File: config.mk
export PLATFORM = sky130hd
export DESIGN_NAME = sas_sequencer
export DESIGN_NICKNAME = d
export VERILOG_FILES = /design/src/core/sas_pkg.sv /design/src/core/sas_sync2.sv /design/src/core/sas_mcycle.sv /design/src/core/sas_sequencer.sv
export SDC_FILE = /design/constraint.sdc
export NUM_CORES = 1
export LEC_CHECK = 0
export BUFFER_PORTS_ARGS = -buffer_cell sky130_fd_sc_hd__buf_2
export CAP_MARGIN = 20
export CELL_PAD_IN_SITES_DETAIL_PLACEMENT = 0
export CELL_PAD_IN_SITES_GLOBAL_PLACEMENT = 1
export CORE_MARGIN = 2
export CORE_UTILIZATION = 35
export DETAILED_ROUTE_END_ITERATION = 8
export PLACE_DENSITY = 0.8
export SETUP_SLACK_MARGIN = 0.5
export SLEW_MARGIN = 30
export SYNTH_ARGS = -nofsm -noshare
export SYNTH_HDL_FRONTEND = slang
export SYNTH_HIERARCHICAL = 1
export SYNTH_SLANG_ARGS = --single-unit
File: constraint.sdc
create_clock -name core_clk_in -period 2.39 [get_ports core_clk_in]
set_clock_uncertainty 0.15 [all_clocks]
set_input_delay 0.1195 -clock core_clk_in [delete_from_list [all_inputs] [get_ports core_clk_in]]
set_output_delay 0.1195 -clock core_clk_in [all_outputs]
set_load 0.01 [all_outputs]
File: src/core/sas_pkg.sv
package sas_pkg;
   // register map of the converter
   localparam logic [7:0] ADDR_CONTROL = 8'hF8;
   localparam logic [7:0] ADDR_RESULT_HIGH = 8'hE2;
   localparam logic [7:0] CONTROL_RESET = 8'h00;
   localparam logic [7:0] RESULT_HIGH_RESET = 8'h00;

   // field positions in converter_control_zero
   localparam int POS_RESULT_BIT1 = 7;
   localparam int POS_RESULT_BIT0 = 6;
   localparam int POS_EXT_START_ENABLE = 5;
   localparam int POS_DONE_FLAG = 4;
   localparam int POS_START_STATUS = 3;
   localparam int POS_CHANNEL_HI = 2;
   localparam int POS_CHANNEL_LO = 0;

   // sequence lengths in machine cycles, bit count and steps per bit trial
   localparam int INIT_MC = 2;
   localparam int SAMPLE_MC = 8;
   localparam int TOTAL_MC = 35;
   localparam int BIT_COUNT = 10;
   localparam int STEPS_PER_BIT = 4;

   // core clocks per machine cycle, default value, and core clock period
   localparam int MC_CLKS_DEF = 8;
   localparam int CLK_PERIOD_NS = 4;

   // sequencer states
   typedef enum logic [1:0] {
      ST_IDLE,
      ST_INIT,
      ST_SAMPLE,
      ST_CONVERT
   } sas_state_type;
endpackage

File: src/core/sas_sync2.sv
`timescale 1ns/1ps
module sas_sync2 (
   // clock and reset
   input wire logic core_clk_in,
   input wire logic srst_in,
   // asynchronous level and its synchronised copy
   input wire logic async_in,
   output logic sync_out
);
   logic meta_ff;

   // first stage feeds only the second stage
   always_ff @(posedge core_clk_in)
   begin
      if (srst_in)
      begin
         meta_ff <= 1'b0;
         sync_out <= 1'b0;
      end
      else
      begin
         meta_ff <= async_in;
         sync_out <= meta_ff;
      end
   end
endmodule

File: src/core/sas_mcycle.sv
`timescale 1ns/1ps
module sas_mcycle #(
   parameter int MC_CLKS = sas_pkg::MC_CLKS_DEF
) (
   // clock and reset
   input wire logic core_clk_in,
   input wire logic srst_in,
   // one-cycle pulse in the last clock of each machine cycle
   output logic tick_out
);
   localparam int CW = (MC_CLKS > 1) ? $clog2(MC_CLKS) : 1;
   localparam logic [CW-1:0] LAST = CW'(MC_CLKS - 1);
   logic [CW-1:0] cnt_ff;

   // free running divider; the tick is registered so it lines up with cnt wrap
   always_ff @(posedge core_clk_in)
   begin
      if (srst_in)
      begin
         cnt_ff <= '0;
         tick_out <= 1'b0;
      end
      else
      begin
         cnt_ff <= (cnt_ff == LAST) ? '0 : cnt_ff + 1'b1;
         tick_out <= (MC_CLKS == 1) ? 1'b1 : (cnt_ff == LAST - 1'b1);
      end
   end
endmodule

File: src/core/sas_sequencer.sv
`timescale 1ns/1ps
// Notes on behaviour
// - external enable clear: only software start bit begins a conversion
// - external enable set: software start or pin rising edge begins conversion
// - pin edge seen at machine cycle end; conversion begins next cycle
// - software start begins at the machine cycle after the write
// - start bit is a command flop plus a separate read status flop
// - two init cycles; busy reads one after first; sampling after second
// - selected channel is sampled for eight machine cycles
// - approximation starts at top bit; keep bit if input above dac
// - every bit trial spans four conversion steps
// - completion sets done, result high byte, low bits in control 7:6
// - done set and busy cleared 35 machine cycles after start
// - control bits 2:0 select one of eight multiplexer channels
// - channel writes take effect only while done and busy are zero
// - start requests during a conversion are ignored
// - idle or power-down entry aborts; a finished result is kept
// - pin start still accepted in idle when external start enabled
// - done flag raises interrupt request; software cannot set done
// - software clearing the start bit aborts a running conversion
// - no new start while busy or done is one
// - clearing done with start in one write may start a conversion
// - with the converter disabled its register bits are inert
module sas_sequencer #(
   parameter int MC_CLKS = sas_pkg::MC_CLKS_DEF,
   parameter int RES_W = sas_pkg::BIT_COUNT
) (
   // clock and reset
   input wire logic core_clk_in,
   input wire logic srst_in,
   // special function register port
   input wire logic [7:0] sfr_addr_in,
   input wire logic sfr_wr_in,
   input wire logic sfr_rd_in,
   input wire logic [7:0] sfr_wdata_in,
   output logic [7:0] sfr_rdata_out,
   // processor state and converter enable
   input wire logic adc_enable_in,
   input wire logic idle_mode_in,
   input wire logic powerdown_in,
   input wire logic int_enable_in,
   // external start pin
   input wire logic ext_start_pin_in,
   // analog front end
   input wire logic comparator_in,
   output logic [RES_W-1:0] dac_code_out,
   output logic [2:0] mux_sel_out,
   output logic sample_out,
   // interrupt request
   output logic irq_out
);
   localparam int BIT_MC = sas_pkg::TOTAL_MC - sas_pkg::INIT_MC - sas_pkg::SAMPLE_MC;
   localparam int STEP_CLKS = (MC_CLKS * BIT_MC) / (RES_W * sas_pkg::STEPS_PER_BIT);
   localparam int TRIAL_CLKS = STEP_CLKS * sas_pkg::STEPS_PER_BIT;
   localparam int INIT_CLKS = sas_pkg::INIT_MC * MC_CLKS;
   localparam int SAMPLE_CLKS = sas_pkg::SAMPLE_MC * MC_CLKS;
   localparam int CNT_W = $clog2(SAMPLE_CLKS + INIT_CLKS + TRIAL_CLKS + 1);
   localparam logic [CNT_W-1:0] BUSY_AT = CNT_W'(MC_CLKS - 1);
   localparam logic [CNT_W-1:0] INIT_END = CNT_W'(INIT_CLKS - 1);
   localparam logic [CNT_W-1:0] SAMPLE_END = CNT_W'(SAMPLE_CLKS - 1);
   localparam logic [CNT_W-1:0] TRIAL_END = CNT_W'(TRIAL_CLKS - 1);
   localparam logic [3:0] TOP_BIT = 4'(RES_W - 1);

   sas_pkg::sas_state_type state_ff;
   logic [CNT_W-1:0] cnt_ff;
   logic [3:0] bit_ff;
   logic [RES_W-1:0] sar_ff;
   logic [RES_W-1:0] result_ff;
   logic cmd_ff;
   logic status_ff;
   logic done_ff;
   logic ext_en_ff;
   logic [2:0] chan_ff;
   logic pin_sync;
   logic pin_prev_ff;
   logic low_power_prev_ff;
   logic mc_tick;
   logic ctrl_wr;
   logic ext_edge;
   logic start_req;
   logic start_go;
   logic abort;
   logic trial_end;
   logic done_set;

   sas_sync2 u_pin_sync (
      .core_clk_in(core_clk_in),
      .srst_in(srst_in),
      .async_in(ext_start_pin_in),
      .sync_out(pin_sync)
   );

   // machine cycle boundaries
   sas_mcycle #(
      .MC_CLKS(MC_CLKS)
   ) u_mcycle (
      .core_clk_in(core_clk_in),
      .srst_in(srst_in),
      .tick_out(mc_tick)
   );

   assign ctrl_wr = adc_enable_in && sfr_wr_in && (sfr_addr_in == sas_pkg::ADDR_CONTROL);

   assign ext_edge = mc_tick && pin_sync && !pin_prev_ff;

   assign start_req = cmd_ff || (ext_en_ff && ext_edge && !powerdown_in);

   assign start_go = adc_enable_in && mc_tick && start_req && (state_ff == sas_pkg::ST_IDLE)
      && !status_ff && !done_ff && !abort;

   assign abort = (state_ff != sas_pkg::ST_IDLE)
      && ((ctrl_wr && !sfr_wdata_in[sas_pkg::POS_START_STATUS])
      || ((idle_mode_in || powerdown_in) && !low_power_prev_ff)
      || !adc_enable_in);

   assign trial_end = (state_ff == sas_pkg::ST_CONVERT) && (cnt_ff == TRIAL_END);
   assign done_set = trial_end && (bit_ff == 4'h0) && !abort;

   // pin level at the previous machine cycle end, and low-power entry detect
   always_ff @(posedge core_clk_in)
   begin
      if (srst_in)
      begin
         pin_prev_ff <= 1'b0;
         low_power_prev_ff <= 1'b0;
      end
      else
      begin
         if (mc_tick)
         begin
            pin_prev_ff <= pin_sync;
         end
         low_power_prev_ff <= idle_mode_in || powerdown_in;
      end
   end

   // consumed at the next machine cycle end
   always_ff @(posedge core_clk_in)
   begin
      if (srst_in)
      begin
         cmd_ff <= 1'b0;
      end
      else if (ctrl_wr && sfr_wdata_in[sas_pkg::POS_START_STATUS])
      begin
         cmd_ff <= 1'b1;
      end
      else if (mc_tick || !adc_enable_in)
      begin
         cmd_ff <= 1'b0; // a refused request is dropped, not queued
      end
   end

   // sequencer: init, sample window, bit trials
   always_ff @(posedge core_clk_in)
   begin
      if (srst_in)
      begin
         state_ff <= sas_pkg::ST_IDLE;
         cnt_ff <= '0;
         bit_ff <= 4'h0;
         sar_ff <= '0;
      end
      else if (abort)
      begin
         state_ff <= sas_pkg::ST_IDLE;
         cnt_ff <= '0;
      end
      else
      begin
         case (state_ff)
            sas_pkg::ST_IDLE:
            begin
               if (start_go)
               begin
                  state_ff <= sas_pkg::ST_INIT;
                  cnt_ff <= '0;
               end
            end
            sas_pkg::ST_INIT:
            begin
               cnt_ff <= cnt_ff + 1'b1;
               if (cnt_ff == INIT_END)
               begin
                  state_ff <= sas_pkg::ST_SAMPLE;
                  cnt_ff <= '0;
               end
            end
            sas_pkg::ST_SAMPLE:
            begin
               cnt_ff <= cnt_ff + 1'b1;
               if (cnt_ff == SAMPLE_END)
               begin
                  state_ff <= sas_pkg::ST_CONVERT;
                  cnt_ff <= '0;
                  bit_ff <= TOP_BIT;
                  sar_ff <= {1'b1, {(RES_W - 1){1'b0}}};
               end
            end
            sas_pkg::ST_CONVERT:
            begin
               cnt_ff <= cnt_ff + 1'b1;
               if (trial_end)
               begin
                  cnt_ff <= '0;
                  sar_ff[bit_ff] <= comparator_in;
                  if (bit_ff == 4'h0)
                  begin
                     state_ff <= sas_pkg::ST_IDLE;
                  end
                  else
                  begin
                     sar_ff[bit_ff - 4'h1] <= 1'b1;
                     bit_ff <= bit_ff - 4'h1;
                  end
               end
            end
            default:
            begin
               state_ff <= sas_pkg::ST_IDLE;
            end
         endcase
      end
   end

   // cleared with done at 35 cycles
   always_ff @(posedge core_clk_in)
   begin
      if (srst_in)
      begin
         status_ff <= 1'b0;
      end
      else if (done_set || abort)
      begin
         status_ff <= 1'b0;
      end
      else if (state_ff == sas_pkg::ST_INIT && cnt_ff == BUSY_AT)
      begin
         status_ff <= 1'b1;
      end
   end

   always_ff @(posedge core_clk_in)
   begin
      if (srst_in)
      begin
         done_ff <= 1'b0;
      end
      else if (done_set)
      begin
         done_ff <= 1'b1; // set beats a clear in the same cycle
      end
      else if (ctrl_wr && !sfr_wdata_in[sas_pkg::POS_DONE_FLAG])
      begin
         done_ff <= 1'b0;
      end
   end

   always_ff @(posedge core_clk_in)
   begin
      if (srst_in)
      begin
         result_ff <= '0;
      end
      else if (done_set)
      begin
         result_ff <= {sar_ff[RES_W-1:1], comparator_in};
      end
   end

   // control fields written by software
   always_ff @(posedge core_clk_in)
   begin
      if (srst_in)
      begin
         ext_en_ff <= sas_pkg::CONTROL_RESET[sas_pkg::POS_EXT_START_ENABLE];
         chan_ff <= sas_pkg::CONTROL_RESET[sas_pkg::POS_CHANNEL_HI:sas_pkg::POS_CHANNEL_LO];
      end
      else if (ctrl_wr)
      begin
         ext_en_ff <= sfr_wdata_in[sas_pkg::POS_EXT_START_ENABLE];
         if (!done_ff && !status_ff && state_ff == sas_pkg::ST_IDLE)
         begin
            chan_ff <= sfr_wdata_in[sas_pkg::POS_CHANNEL_HI:sas_pkg::POS_CHANNEL_LO];
         end
      end
   end

   // read data registered one clock after the read strobe
   always_ff @(posedge core_clk_in)
   begin
      if (srst_in)
      begin
         sfr_rdata_out <= 8'h00;
      end
      else if (sfr_rd_in && adc_enable_in && sfr_addr_in == sas_pkg::ADDR_CONTROL)
      begin
         sfr_rdata_out <= {result_ff[1:0], ext_en_ff, done_ff, status_ff, chan_ff};
      end
      else if (sfr_rd_in && adc_enable_in && sfr_addr_in == sas_pkg::ADDR_RESULT_HIGH)
      begin
         sfr_rdata_out <= result_ff[RES_W-1:2];
      end
      else
      begin
         sfr_rdata_out <= 8'h00;
      end
   end

   // analog side and interrupt request
   always_ff @(posedge core_clk_in)
   begin
      if (srst_in)
      begin
         dac_code_out <= '0;
         mux_sel_out <= 3'h0;
         sample_out <= 1'b0;
         irq_out <= 1'b0;
      end
      else
      begin
         dac_code_out <= sar_ff;
         mux_sel_out <= chan_ff;
         sample_out <= (state_ff == sas_pkg::ST_SAMPLE) && !abort;
         irq_out <= adc_enable_in && int_enable_in && (done_ff || done_set);
      end
   end
endmodule

==> impl_metrics.tcl, run 1 <==
set metrics [dict create \
    synthesis.nets 392 \
    portBuffers 46 \
    r2r-end "result_ff[6]" \
    synth_top_area_cell "dfxtp_1" \
    placementRows 34 \
    initial_core_util_pct 36.50 \
    hold_start "srst_in" \
    maxSlewViolCount 0 \
    die_y_um 99.83 \
    required_ps 2480 \
    grt_overflow 0 \
    dr.first_iter.drc_count 180 \
    yosysMostFrequentCell "dfxtp_1" \
    n_antenna_cell 0 \
    synth-edff-count 0 \
    vias 2833 \
    fmax_mhz 472.2 \
    reg2reg_from "cnt_ff[1]" \
    hold_class "in -> reg" \
    finalHoldViolations 0 \
    startpoint_type "flip-flop" \
    drive_gt1_share_pct 32.43 \
    ant_nets 0 \
    die_area_um2 9966 \
    power_leakage_nw 1.770 \
    htreeDepth 3 \
    yosysTopAreaCellShare_pct 44.22 \
    worst_setup_path_end_kind "flip-flop" \
    rsz0062_at_grt "yes" \
    yosys_most_used_dff "dfxtp_1" \
    viasPerCell 5.160 \
    ys_types 57 \
    wl_per_cell_um 14.55 \
    cap_violations 0 \
    tns_ps 0 \
    worst-path-buf-inv 1 \
    placed_area_um2 3722 \
    slowest_delay_ps 450 \
    run_status "completed" \
    cp_slowest_cell "or4_4" \
    cts_tree "built" \
    peakVddDrop_uv 280.3 \
    fin_area_um2 4400 \
    max_slew_margin_pct 41.19 \
    grt_max_degree 25 \
    syn_area_per_cell_um2 9.132 \
    ctsLongestPathBuffers 2 \
    coreArea_um2 8806 \
    r2r_slack_ps 270 \
    r2r_cells 7 \
    synth_seq_cells 71 \
    grtUsageTotal_pct 16.57 \
    cp_top_family "simple AND/OR/NAND/NOR gates" \
    hold_depth 2 \
    ys_top_cells_by_count "dfxtp_1 (71), nor2_1 (44), mux2i_1 (18), nand2_1 (18)" \
    synth-seq-area-share_pct 44.22 \
    tightest_slew_ps 880.3 \
    yosysWarnings 6 \
    worstSkewPairLatency_ps 360 \
    arrival_ps 2210 \
    drc 0 \
    fp.dieW_um 99.83 \
    min_period_ps 2118 \
    path_class "reg -> reg" \
    cts-root-buf "clkbuf_8" \
    place_hpwl_mm 5.234 \
    worstPathMaxFanout 12 \
    ioPinCount 49 \
    min_to "u_pin_sync/meta_ff" \
    grt_pass1_vias 2750 \
    areaGrowthSynthToFinish_pct 36.90 \
    cts_buffers 9 \
    antenna_found_initial 0 \
    finalSetupViolations 0 \
    cts_sinks 71 \
    p_per_area_nw_per_um2 523.2 \
    syn-cell-area_um2 3214 \
    path_cells "ha_4, or2b_1, or4_4, nor4_4, buf_12, mux2i_1, nor2_1" \
    postSynthCellCount 352 \
    wl_mm 7.986 \
    async_flop_share_pct 0 \
    power_mw 2.303 \
    fin_crit_sh_pct 88.61 \
    synth_area_leaders "dfxtp_1 (44%), mux2i_1 (5.6%), ha_1 (5.4%), nor2_1 (5.1%), nor2b_1 (2.1%)" \
    grt_pass1_wl_mm 13.16 \
    nets 476 \
    clkTransAtPathRegs_ps 80 \
    drtPass1Iterations 4 \
    place_congestion 0.8632 \
]
==> worst register-to-register path, delay by kind of cell (launching register included) <==
kind / cells / cell delay, ps
adders and majority gates: 1 / 140
buffers and inverters: 1 / 190
DFF: 1 / 360
muxes: 1 / 210
and+or+nand+nor: 4 / 960
==> state kept, by name, summed over array words and instances, names as in the netlist, 2 cells and up <==
name	count
dac_code_out	10
result_ff	10
sar_ff	10
sfr_rdata_out	8
cnt_ff	7
bit_ff	4
chan_ff	3
mux_sel_out	3
u_mcycle/cnt_ff	3
state_ff	2
==> where the power goes <==
part | total (mW) | internal [mW] | switching (mW) | leakage, nW
logic | 0.190 | 0.0914 | 0.0983 | 1.10
clock network | 0.908 | 0.400 | 0.508 | 0.0931
registers | 1.20 | 1.19 | 0.0129 | 0.577
==> cell type report <==
| class | instances | area, um2 |
|---|---|---|
| multi-input combinational | 247 | 1862 |
| clock buffer | 9 | 123.9 |
| sequential | 71 | 1439 |
| inverter | 15 | 61.31 |
| fill | 816 | 4405 |
| timing repair buffer | 92 | 716.9 |
| tap | 108 | 135.1 |
| clock inverter | 7 | 62.56 |
==> layer usage <==
metal,share of wire [%],global-route usage (%)
met4,1.7,7.798
met1,47,20.91
met3,4.4,3.552
met5,0,0
met2,46,27.08
==> logic make-up (layout without fill, tap and decap cells) <==
family / after synthesis / after routing / share of synthesized area [%]
multiplexers: 18 / 18 / 5.605
adder cells (fa/ha/maj): 14 / 14 / 5.450
XOR/XNOR: 7 / 7 / 1.907
buffers and inverters: 34 / 123 / 4.282
AND/OR/NAND/NOR: 142 / 142 / 24.06
AO/OA/AOI/OAI: 66 / 66 / 14.48
flip-flops: 71 / 71 / 44.22
==> what timing repair did <==
| action | CTS | global route |
|---|---|---|
| hold buffers | 12 | 0 |
| gates cloned | 3 | 0 |
| setup endpoints to repair | 36 | 36 |
| pin swaps | 9 | 0 |
| buffers inserted | 18 | 0 |
| gates resized for setup | 44 | 0 |
| hold endpoints to repair | 9 | 0 |
==> stage by stage <==
step | util (%) | setup slack, ps | std cells | hold slack [ps]
finish | 49.97 | 272.1 | 549 | 5.983
global route | 49.97 | 147.9 | 549 | 27.39
CTS | 49.97 | 267.0 | 549 | 0.4094
detailed placement | 42.27 | 141.4 | 500 | 197.3
global placement | 42.27 | 184.0 | 500 | 200.4
floorplan | - | 281.3 | 352 | 40.58
==> worst max-delay path by stage <==
stage          cells past startpoint         from            to  slack, ps
2_1_floorplan                      7    cnt_ff[1]  result_ff[2]        280
3_3_place_gp                       8  state_ff[0]     sar_ff[9]        180
3_5_place_dp                       8  state_ff[0]     sar_ff[9]        140
4_1_cts                            7    cnt_ff[1]  result_ff[5]        270
5_1_grt                            7    cnt_ff[1]  result_ff[3]        150
6_report                           7    cnt_ff[1]  result_ff[6]        270
==> layout by cell type, fill, tap and decap left out, types with 6 or more instances in the layout <==
cell           Yosys  routed
a21oi_1           13      10
a22oi_1            8       8
and3_1             9       7
buf_2              2      46
buf_4              0      22
buf_6              1       7
clkbuf_8           0       9
dfxtp_1           71      65
dlygate4sd3_1      0      12
ha_1              14       9
inv_1             14      12
mux2i_1           18      18
nand2_1           18      16
nand2b_1           8       8
nand3_2            0       7
nor2_1            44      44
nor2b_1           11      11
nor3_1             6       6
o21ai_1            8       7
xnor2_1            7       7
No activity file was read; power rests on OpenSTA's default activity.
==> inputs of run 2 (changes only) <==
RECOVER_POWER = 25   (was default)
==> run 2 against run 1 <==
Clock power is 0.6% higher. Register-to-register slack got worse by 40 ps. Critical path depth did not move. Combinational power barely moved. Via count fell by 0.49%. Sequential share of layout area increased by 0.13 points. Non-clock buffer count stayed put. First-iteration DRC count is 0.56% higher. Critical path type unchanged. Critical endpoint unchanged. Largest cell class unchanged. Highest routed layer unchanged.
==> impl_metrics.tcl, run 2 (same netlist as run 1, synthesis figures left out) <==
set metrics [dict create \
    grt_pass1_wl_mm 13.16 \
    initial_core_util_pct 36.50 \
    finalSetupViolations 0 \
    ant_nets 0 \
    antenna_found_initial 0 \
    maxSlewViolCount 0 \
    place_hpwl_mm 5.234 \
    areaGrowthSynthToFinish_pct 36.36 \
    wl_met1_mm 3.780 \
    arrival_ps 2210 \
    drc 0 \
    worstSkewPairLatency_ps 360 \
    worst-path-buf-inv 1 \
    grt_overflow 0 \
    worstPathMaxFanout 12 \
    peakVddDrop_uv 280.6 \
    die_area_um2 9966 \
    reg.largest.list "dac_code_out x10, result_ff x10, sar_ff x10" \
    clkTransAtPathRegs_ps 90 \
    cp_top_family "simple AND/OR/NAND/NOR gates" \
    viasPerCell 5.135 \
    rsz0062_at_grt "yes" \
    n_antenna_cell 0 \
    finalHoldViolations 0 \
    dr.first_iter.drc_count 181 \
    cts-root-buf "clkbuf_8" \
    place_congestion 0.8632 \
    coreArea_um2 8806 \
    portBuffers 46 \
    p_per_area_nw_per_um2 526.0 \
    cap_violations 0 \
    required_ps 2440 \
    wl_mm 8.002 \
    hold-worst-slack_ps 13.93 \
    cts_buffers 9 \
    tns_ps 0 \
    grt_pass1_vias 2750 \
    final_common_cell "dfxtp_1" \
    cts_tree "built" \
    run_status "completed" \
    ioPinCount 49 \
    fmax_mhz 463.5 \
    power_leakage_nw 1.729 \
    fin_crit_sh_pct 90.27 \
    hold_class "in -> reg" \
    slowest_delay_ps 450 \
    path_class "reg -> reg" \
    worst_setup_path_end_kind "flip-flop" \
    cp_slowest_cell "or4_4" \
    met2_length_mm 3.656 \
    path_cells "ha_4, or2b_1, or4_4, nor4_4, buf_12, mux2i_1, nor2_1" \
    final_cell_mix "dfxtp_1 (65), nor2_1 (44), buf_2 (38)" \
    grtUsageTotal_pct 16.57 \
    cts_sinks 71 \
    fp.dieW_um 99.83 \
    tightest_slew_ps 1017 \
    ctsLongestPathBuffers 2 \
    die_y_um 99.83 \
    max_slew_margin_pct 32.23 \
    vias 2819 \
    htreeDepth 3 \
    drtPass1Iterations 4 \
    dr_wl_met3_um 383 \
    startpoint_type "flip-flop" \
    grt_max_degree 25 \
    min_period_ps 2157 \
    top_layer "met4" \
    placementRows 34 \
    drive_gt1_share_pct 30.16 \
    nets 476 \
    wl_per_cell_um 14.58 \
]
## run 2: changes by cell type in the layout (fill, tap and decap cells not counted), sizes merged
cell / change
clkbuf: +10
buf: -10
## run 2: worst register-to-register path: cells and delay by family (launching register included)
kind | cells | cell delay (ps)
muxes | 1 | 210
and+or+nand+nor | 4 | 960
adders and majority gates | 1 | 140
buffers and inverters | 1 | 190
DFF | 1 | 360
## run 2: power breakdown
group          leakage (nW)  switching [mW]  internal, mW  total, mW
Clock                0.0931           0.513         0.400      0.913
Sequential            0.577          0.0126          1.19       1.20
Combinational          1.06          0.0983        0.0898      0.188
Total                  1.73           0.624          1.68       2.31
## run 2: metrics by stage
step           power, mW  area [um2]  utilization (%)  setup WS, ps  std cells
6_report           2.305        4383            49.77         232.6        549
5_1_grt            2.396        4383            49.77         104.5        549
4_1_cts            2.327        4400            49.97         267.0        549
3_5_place_dp       1.373        3722            42.27         141.4        500
3_3_place_gp       1.368        3722            42.27         184.0        500
2_1_floorplan      1.319        3352                -         281.3        352
## run 2: layer usage
| layer | GRT usage, % | vias to the layer above |
|---|---|---|
| met1 | 20.91 | 1315 |
| met3 | 3.552 | 15 |
| li1 | - | 1415 |
| met2 | 27.08 | 74 |
| met5 | 0 | - |
| met4 | 7.798 | 0 |
## run 2: area by class of cell
| class | count | area, um2 |
|---|---|---|
| inverters | 15 | 61.31 |
| repair buffers | 92 | 699.4 |
| clock buffers | 9 | 123.9 |
| multi-input cells | 247 | 1862 |
| flip-flops and latches | 71 | 1439 |
| clock inverters | 7 | 62.56 |
| fillers | 818 | 4423 |
| well taps | 108 | 135.1 |
## run 2: path summary, 6_finish.rpt
check	slack, ps	cells past startpoint	start	to
setup / recovery	230	7	cnt_ff[1]	result_ff[6]
hold / removal	10	3	comparator_in	result_ff[0]
setup reg to reg	230	7	cnt_ff[1]	result_ff[6]
hold reg to reg	290	1	u_pin_sync/meta_ff	u_pin_sync/sync_out
## run 2: what timing repair did
action | CTS | global route
setup buffers | 18 | 0
hold endpoints to repair | 9 | 0
endpoints found under the setup margin | 36 | 36
gates cloned | 3 | 0
gates resized for setup | 44 | 0
pin swaps | 9 | 0
hold buffers | 12 | 0
